--- src/inc/mts_pkg.sv ---
// Constants shared by the magnetic threshold and status slice
package mts_pkg;

    localparam logic [7:0] MTS_ADDR_SRC    = 8'h64;
    localparam logic [7:0] MTS_ADDR_LIM_LO = 8'h65;
    localparam logic [7:0] MTS_ADDR_LIM_HI = 8'h66;
    localparam logic [7:0] MTS_ADDR_FLAGS  = 8'h67;
    localparam logic [7:0] MTS_ADDR_X_LO   = 8'h68;
    localparam logic [7:0] MTS_ADDR_X_HI   = 8'h69;
    localparam logic [7:0] MTS_ADDR_Y_LO   = 8'h6a;
    localparam logic [7:0] MTS_ADDR_Y_HI   = 8'h6b;
    localparam logic [7:0] MTS_ADDR_Z_LO   = 8'h6c;
    localparam logic [7:0] MTS_ADDR_Z_HI   = 8'h6d;

    localparam logic [7:0]  MTS_LIM_RST    = 8'h00;
    localparam logic [7:0]  MTS_FLAGS_RST  = 8'h00;
    localparam logic [7:0]  MTS_UNMAPPED   = 8'h00;
    localparam logic [15:0] MTS_WORD_RST   = 16'h0000;

    localparam int MTS_AXES      = 3;
    localparam int MTS_WORD_W    = 16;
    localparam int MTS_READ_LAT  = 3;

    // Read pipeline, Gray coded along idle -> fetch -> done
    typedef enum logic [1:0] {
        MTS_RD_IDLE  = 2'b00,
        MTS_RD_FETCH = 2'b01,
        MTS_RD_DONE  = 2'b11
    } mts_rd_state_t;

endpackage

--- src/core/mts_word_mem.sv ---
// Three-word result store with per-word write enables and registered read
`timescale 1ns/1ps
`default_nettype none
module mts_word_mem (
    input  wire logic             clk,
    input  wire logic             sys_rst,
    input  wire logic [2:0]       wr_en,
    input  wire logic [2:0][15:0] wr_data,
    input  wire logic [1:0]       rd_idx,
    output logic      [15:0]      rd_data
);
    typedef struct packed {
        logic [2:0][15:0] words;
        logic [15:0]      rd_data;
    } mts_mem_state_t;

    mts_mem_state_t st_reg;
    mts_mem_state_t st_next;

    always_comb begin
        st_next = st_reg;
        // Read sees the word before any write of the same cycle
        st_next.rd_data = (rd_idx < 2'd3) ? st_reg.words[rd_idx] : mts_pkg::MTS_WORD_RST;
        for (int i = 0; i < mts_pkg::MTS_AXES; i++) begin
            if (wr_en[i]) begin
                st_next.words[i] = wr_data[i];
            end
        end
        if (sys_rst) begin
            st_next = '0;
        end
    end

    always_ff @(posedge clk) begin
        st_reg <= st_next;
    end

    assign rd_data = st_reg.rd_data;
endmodule
`default_nettype wire

--- src/core/mts_core.sv ---
// Magnetic limit compare, sample flags and result registers
`timescale 1ns/1ps
`default_nettype none
module mts_core (
    input  wire logic        clk,
    input  wire logic        sys_rst,
    input  wire logic [2:0]  sample_valid,
    input  wire logic [15:0] raw_x,
    input  wire logic [15:0] raw_y,
    input  wire logic [15:0] raw_z,
    input  wire logic [15:0] offset_x,
    input  wire logic [15:0] offset_y,
    input  wire logic [15:0] offset_z,
    input  wire logic        x_axis_watch_enable,
    input  wire logic        y_axis_watch_enable,
    input  wire logic        z_axis_watch_enable,
    input  wire logic        event_global_enable,
    input  wire logic        event_polarity,
    input  wire logic        event_latch_select,
    input  wire logic [7:0]  reg_addr,
    input  wire logic        reg_wr,
    input  wire logic [7:0]  reg_wdata,
    input  wire logic        reg_rd,
    input  wire logic        reg_shift,
    output logic      [7:0]  reg_rdata,
    output logic             reg_ack,
    output logic             ser_bit,
    output logic             event_flag
);
    typedef struct packed {
        mts_pkg::mts_rd_state_t rd_state;
        logic [7:0] rd_addr;
        logic [7:0] hold;
        logic [7:0] rdata;
        logic [7:0] shreg;
        logic       ack;
        logic [7:0] lim_lo;
        logic [7:0] lim_hi;
        logic [2:0] da;
        logic [2:0] orr;
        logic       zyxda;
        logic       zyxor;
        logic [2:0] seen;
        logic [2:0] rd_seen;
        logic [2:0] src_p;
        logic [2:0] src_n;
        logic       int_act;
        logic       flag;
    } mts_state_t;

    mts_state_t st_reg;
    mts_state_t st_next;

    logic [2:0][15:0] raw;
    logic [2:0][15:0] off;
    logic [2:0][15:0] corr;
    logic [2:0][15:0] mag;
    logic [2:0]       watch;
    logic [2:0]       en;
    logic [2:0]       pos_hit;
    logic [2:0]       neg_hit;
    logic [2:0]       clr_axis;
    logic [2:0]       read_all;
    logic [15:0]      lim;
    logic [15:0]      mem_rd;
    logic [2:0]       rd_axis;
    logic             rd_take;
    logic             clr_all;
    logic             src_clear;
    logic             act;
    logic [2:0]       req_axis;

    // Axis decode: {hit, index}, index 0 is X
    function automatic logic [2:0] axis_of(input logic [7:0] addr);
        case (addr)
            mts_pkg::MTS_ADDR_X_LO, mts_pkg::MTS_ADDR_X_HI: axis_of = 3'b100;
            mts_pkg::MTS_ADDR_Y_LO, mts_pkg::MTS_ADDR_Y_HI: axis_of = 3'b101;
            mts_pkg::MTS_ADDR_Z_LO, mts_pkg::MTS_ADDR_Z_HI: axis_of = 3'b110;
            default: axis_of = 3'b000;
        endcase
    endfunction

    assign raw   = {raw_z, raw_y, raw_x};
    assign off   = {offset_z, offset_y, offset_x};
    assign watch = {z_axis_watch_enable, y_axis_watch_enable, x_axis_watch_enable};
    assign lim   = {st_reg.lim_hi, st_reg.lim_lo};

    genvar a;
    generate
        for (a = 0; a < mts_pkg::MTS_AXES; a++) begin : g_axis
            // Zero correction leaves the raw word untouched
            assign corr[a]    = raw[a] - off[a];
            assign mag[a]     = 16'(~corr[a] + 16'h0001);
            assign en[a]      = watch[a] & event_global_enable;
            assign pos_hit[a] = ~corr[a][15] & (corr[a] > lim);
            assign neg_hit[a] = corr[a][15] & (mag[a] > lim);
        end
    endgenerate

    mts_word_mem mts_word_mem_inst (
        .clk     (clk),
        .sys_rst (sys_rst),
        .wr_en   (sample_valid),
        .wr_data (corr),
        .rd_idx  (rd_axis[1:0]),
        .rd_data (mem_rd)
    );

    assign rd_axis   = axis_of(st_reg.rd_addr);
    assign req_axis  = axis_of(reg_addr);
    assign rd_take   = reg_rd && (st_reg.rd_state == mts_pkg::MTS_RD_IDLE);
    assign src_clear = rd_take && event_latch_select
                       && (reg_addr == mts_pkg::MTS_ADDR_SRC);
    assign act       = |(en & (pos_hit | neg_hit) & sample_valid);

    always_comb begin
        st_next     = st_reg;
        st_next.ack = 1'b0;
        clr_axis    = 3'b000;
        read_all    = st_reg.rd_seen;
        clr_all     = 1'b0;

        if (reg_wr && reg_addr == mts_pkg::MTS_ADDR_LIM_LO) begin
            st_next.lim_lo = reg_wdata;
        end
        if (reg_wr && reg_addr == mts_pkg::MTS_ADDR_LIM_HI) begin
            st_next.lim_hi = reg_wdata;
        end

        case (st_reg.rd_state)
            mts_pkg::MTS_RD_IDLE: begin
                if (reg_rd) begin
                    st_next.rd_addr  = reg_addr;
                    st_next.rd_state = mts_pkg::MTS_RD_FETCH;
                    case (reg_addr)
                        mts_pkg::MTS_ADDR_SRC:
                            st_next.hold = {st_reg.src_p[0], st_reg.src_p[1], st_reg.src_p[2],
                                            st_reg.src_n[0], st_reg.src_n[1], st_reg.src_n[2],
                                            1'b0, st_reg.flag};
                        mts_pkg::MTS_ADDR_LIM_LO: st_next.hold = st_reg.lim_lo;
                        mts_pkg::MTS_ADDR_LIM_HI: st_next.hold = st_reg.lim_hi;
                        mts_pkg::MTS_ADDR_FLAGS:
                            st_next.hold = {st_reg.zyxor, st_reg.orr,
                                            st_reg.zyxda, st_reg.da};
                        default: st_next.hold = mts_pkg::MTS_UNMAPPED;
                    endcase
                    if (req_axis[2]) begin
                        clr_axis[req_axis[1:0]] = 1'b1;
                    end
                end
            end
            mts_pkg::MTS_RD_FETCH: begin
                st_next.rd_state = mts_pkg::MTS_RD_DONE;
            end
            mts_pkg::MTS_RD_DONE: begin
                // Even address is the low byte of a result word
                if (rd_axis[2]) begin
                    st_next.rdata = st_reg.rd_addr[0] ? mem_rd[15:8] : mem_rd[7:0];
                end else begin
                    st_next.rdata = st_reg.hold;
                end
                st_next.shreg    = st_next.rdata;
                st_next.ack      = 1'b1;
                st_next.rd_state = mts_pkg::MTS_RD_IDLE;
            end
            default: begin
                st_next.rd_state = mts_pkg::MTS_RD_IDLE;
            end
        endcase

        if (reg_shift && !st_reg.ack) begin
            st_next.shreg = {st_reg.shreg[6:0], 1'b0};
        end

        // Reads clear first so a sample in the same cycle still sets
        read_all        = st_reg.rd_seen | clr_axis;
        st_next.da      = st_reg.da & ~clr_axis;
        st_next.orr     = st_reg.orr & ~clr_axis;
        st_next.rd_seen = read_all;
        if (read_all == 3'b111) begin
            clr_all         = 1'b1;
            st_next.zyxda   = 1'b0;
            st_next.zyxor   = 1'b0;
            st_next.rd_seen = 3'b000;
        end

        st_next.orr  = st_next.orr | (sample_valid & st_next.da);
        st_next.da   = st_next.da | sample_valid;
        st_next.seen = st_reg.seen | sample_valid;
        if (st_next.seen == 3'b111) begin
            st_next.zyxor = st_next.zyxor | st_next.zyxda;
            st_next.zyxda = 1'b1;
            st_next.seen  = 3'b000;
        end

        if (src_clear) begin
            st_next.src_p   = 3'b000;
            st_next.src_n   = 3'b000;
            st_next.int_act = 1'b0;
        end
        if (event_latch_select) begin
            st_next.src_p   = st_next.src_p | (en & pos_hit & sample_valid);
            st_next.src_n   = st_next.src_n | (en & neg_hit & sample_valid);
            st_next.int_act = st_next.int_act | act;
        end else begin
            if (|sample_valid) begin
                st_next.src_p = en & pos_hit & sample_valid;
                st_next.src_n = en & neg_hit & sample_valid;
            end
            st_next.int_act = act;
        end
        st_next.flag = event_polarity ? st_next.int_act : ~st_next.int_act;

        if (sys_rst) begin
            st_next        = '0;
            st_next.lim_lo = mts_pkg::MTS_LIM_RST;
            st_next.lim_hi = mts_pkg::MTS_LIM_RST;
            {st_next.zyxor, st_next.orr, st_next.zyxda, st_next.da} = mts_pkg::MTS_FLAGS_RST;
            st_next.flag   = ~event_polarity;
        end
    end

    always_ff @(posedge clk) begin
        st_reg <= st_next;
    end

    assign reg_rdata  = st_reg.rdata;
    assign reg_ack    = st_reg.ack;
    assign ser_bit    = st_reg.shreg[7];
    assign event_flag = st_reg.flag;
endmodule
`default_nettype wire

--- config.mk ---
export PLATFORM = sky130hd
export DESIGN_NAME = mts_core
export DESIGN_NICKNAME = d
export VERILOG_FILES = /design/src/inc/mts_pkg.sv /design/src/core/mts_word_mem.sv /design/src/core/mts_core.sv
export SDC_FILE = /design/constraint.sdc
export NUM_CORES = 1
export LEC_CHECK = 0
export ABC_AREA = 1
export BUFFER_PORTS_ARGS = -buffer_cell sky130_fd_sc_hd__buf_2
export CORE_UTILIZATION = 56
export CTS_BUF_LIST = sky130_fd_sc_hd__clkbuf_8
export CTS_CLUSTER_SIZE = 40
export DETAILED_ROUTE_END_ITERATION = 6
export GPL_TIMING_DRIVEN = 0
export PLACE_DENSITY_LB_ADDON = 0.1
export SLEW_MARGIN = 20
export SYNTH_ARGS = -nofsm -noshare
export SYNTH_HDL_FRONTEND = slang
export SYNTH_SLANG_ARGS = --single-unit
--- constraint.sdc ---
create_clock -name clk -period 3.2 [get_ports clk]
set_clock_uncertainty 0.1 [all_clocks]
set_input_delay 0.16 -clock clk [delete_from_list [all_inputs] [get_ports clk]]
set_output_delay 0.16 -clock clk [all_outputs]
set_load 0.01 [all_outputs]
==> out/qor.txt <==
FMAX - 0.3032 GHz
Cell variety after synth - 46
root buffer cell - clkbuf_8
Power Total - 5.883 mW
PD cells - 409.4 mW/mm²
post-route minimum period - 3299 ps
CTS tree - done
worst reg2reg startpoint - lim[6]
drt pass-1 iters - 7
Diodes inserted - 0
Max Cap Viol - 0
vias in the first global route - 11150
Post-Synthesis Cells - 1799
CP Capture Type - flop
Layout area overhead - 22.79%
Post-synth EDFFs - 0
Fin Setup TNS - -143.3 ps
period utilization - 103.1%
Max VDD drop - 0.2917 mV
initial antenna violation count - 0
CP Capture Point - event_flag
crit path from - raw_y[0]
crit path max-delay cell type - fa_2
status - finished, violations left
Max stage delay on crit path - 440 ps
die area - 0.02148 mm²
CTS Buf Count - 17
GPL Wtd Cong - 0.9863
Worst-Skew Late Latency - 450 ps
Clock H-tree levels - 4
Die H - 146.6 µm
CTS max path bufs - 2
Final Hold Fails - 0
most used cell, CP - nand2_1
dpl cells - 2201
gr ovfl total - 0
number of synthesized register bits - 137
leakage - 7.250 nW
Crit path required time - 3440 ps
syn nets - 2069
total track usage - 31.32%
asr flop ratio synth - 0%
routed len/inst - 15.13 µm
final WL - 34720 µm
slew at the pin with the worst max-slew slack - 713.1 ps
Startpoint Class - primary input
Initial Utilization - 57.46%
sequential element share of the synthesized area - 23.44%
Post-synth top flop - dfxtp_1
routed vias/inst - 5.421
Layout Nets - 2282
Residual DRC - 0
vias - 12436
die width - 146.6 µm
drt first-iter violations - 864
r2r endpoint - event_flag
CP Data Arrival Time - 3540 ps
Setup CP Type - in -> reg
Hold Worst Slack - 20.77 ps
synthesized area - 0.01170 mm²
DPL Wire Length - 26080 µm
Slew HR - 52.46%
PnR worst setup slack - -98.63 ps
row count - 52
clock sinks - 137
YS warnings - 0
final std cells w/o fill - 2294
Routed Antenna Nets - 0
share of cells above drive strength 1 - 21.05%
Port Buffer Count - 132
pin count of the biggest net entering global routing - 17
average size of a mapped cell - 6.505 µm²
first-pass GRT wire length - 53520 µm
R2R setup slack - 750 ps
worst hold path class - in -> reg
Core Region - 0.02036 mm²
clk slew on worst S/H paths - 80 ps
CP Max Fanout - 3
R2R depth - 14
RSZ-0062 raised after global routing - yes
Slew Limit Fails - 0
Setup violations, final - 2
failing checks - negative setup slack
Largest register FFs - 48
I/O pin cnt - 137
==> synth_stat cells (6+ instances only) <==
master,number,area share [%]
nand2_1,441,14
inv_1,309,9.9
a21oi_1,149,6.4
ha_1,141,15
dfxtp_1,137,23
nor2_1,130,4.2
o21ai_0,94,4.0
nand3_1,73,3.1
clkbuf_1,32,1.0
a31oi_1,30,1.6
nand4_1,26,1.4
xor2_1,24,1.8
o211ai_1,23,1.5
o22ai_1,19,1.0
nor3_1,16,0.68
nand2_2,15,0.80
nor2_2,14,0.75
o21bai_1,13,0.83
nand3b_1,12,0.77
or2_2,12,0.64
a21oi_2,9,0.67
xor2_2,9,1.3
buf_4,8,0.51
inv_2,8,0.26
o21a_1,6,0.38
xnor2_1,6,0.45
==> power breakdown <==
group,internal [mW],total [mW],switching [mW]
Clock,0.787,1.53,0.744
Combinational,0.976,2.49,1.51
Sequential,1.81,1.86,0.0550
==> through the flow <==
stage	utilization, %	setup slack [ps]	area (µm²)
global placement	62.52	-830.6	12730
finish	70.56	-98.63	14370
CTS	67.20	2.485	13680
detailed placement	62.52	-894.8	12730
floorplan	-	0.7934	11730
global route	70.56	-264.8	14370
==> area by class of cell <==
class                      count  area (µm²)
inverter                     322        1221
timing repair buffer         194        1194
sequential                   137        2743
clock inverter                14       182.7
tap                          270       337.8
fill                        1799        5995
multi-input combinational   1295        8255
clock buffer                  17       234.0
buffer                        45       202.7
==> worst min path at each step <==
stage | end | start | depth (start not counted)
after floorplan | event_flag | event_polarity | 3
after global placement | event_flag | event_polarity | 3
after detailed placement | event_flag | event_polarity | 3
after CTS | st_reg[63] | reg_addr[0] | 3
after global routing | mts_word_mem_inst.st_reg[32] | offset_y[0] | 3
final | mts_word_mem_inst.st_reg[32] | offset_y[0] | 3
==> critical path, delay by kind of cell <==
kind | cells | cell delay, ps
AND/OR/NAND/NOR | 18 | 1820
adder cells (fa/ha/maj) | 3 | 910
buffers and inverters | 4 | 340
XOR/XNOR | 2 | 340
==> timing repair <==
action                     CTS  global route
setup endpoints to repair    4             5
pin swaps                   34            84
hold buffers                16             2
buffers inserted            26            18
hold endpoints to repair    25             2
gates resized for setup     46           124
gates cloned                 0             0
==> cells in the final DEF (no fill, tap or decap), types with 13 or more instances in the layout <==
master         instances
nand4_1               26
nor3_1                14
nor2_2                25
inv_2                 17
nand2_1              403
nor2_4                15
xor2_1                21
nor2_1               105
clkbuf_1              32
o211ai_1              23
a21oi_2               23
dlygate4sd3_1         18
o22ai_1               19
clkbuf_8              17
dfxtp_1              137
buf_2                132
inv_1                296
nand3_1               66
ha_1                 128
a31oi_1               30
a21oi_1              134
nand2_2               46
o21bai_1              13
o21ai_0               88
buf_4                 51
==> per-layer routing <==
metal | vias to the layer above | wire (µm) | GRT usage (%)
met1 | 5689 | 15470 | 40.78
met2 | 420 | 16220 | 52.83
met3 | 70 | 2065 | 4.781
met4 | 0 | 962 | 10.26
met5 | - | 0 | 0
li1 | 6257 | - | -
==> kinds of logic after synthesis <==
kind of cell	count (synthesis)	share of synthesized area, %
XOR/XNOR	45	4.426
flip-flops	137	23.44
AO/OA/AOI/OAI	356	17.21
adder cells (fa/ha/maj)	144	15.59
AND/OR/NAND/NOR	750	27.27
buffers and inverters	367	12.06
Note: power is estimated with default switching activity, not from simulation.
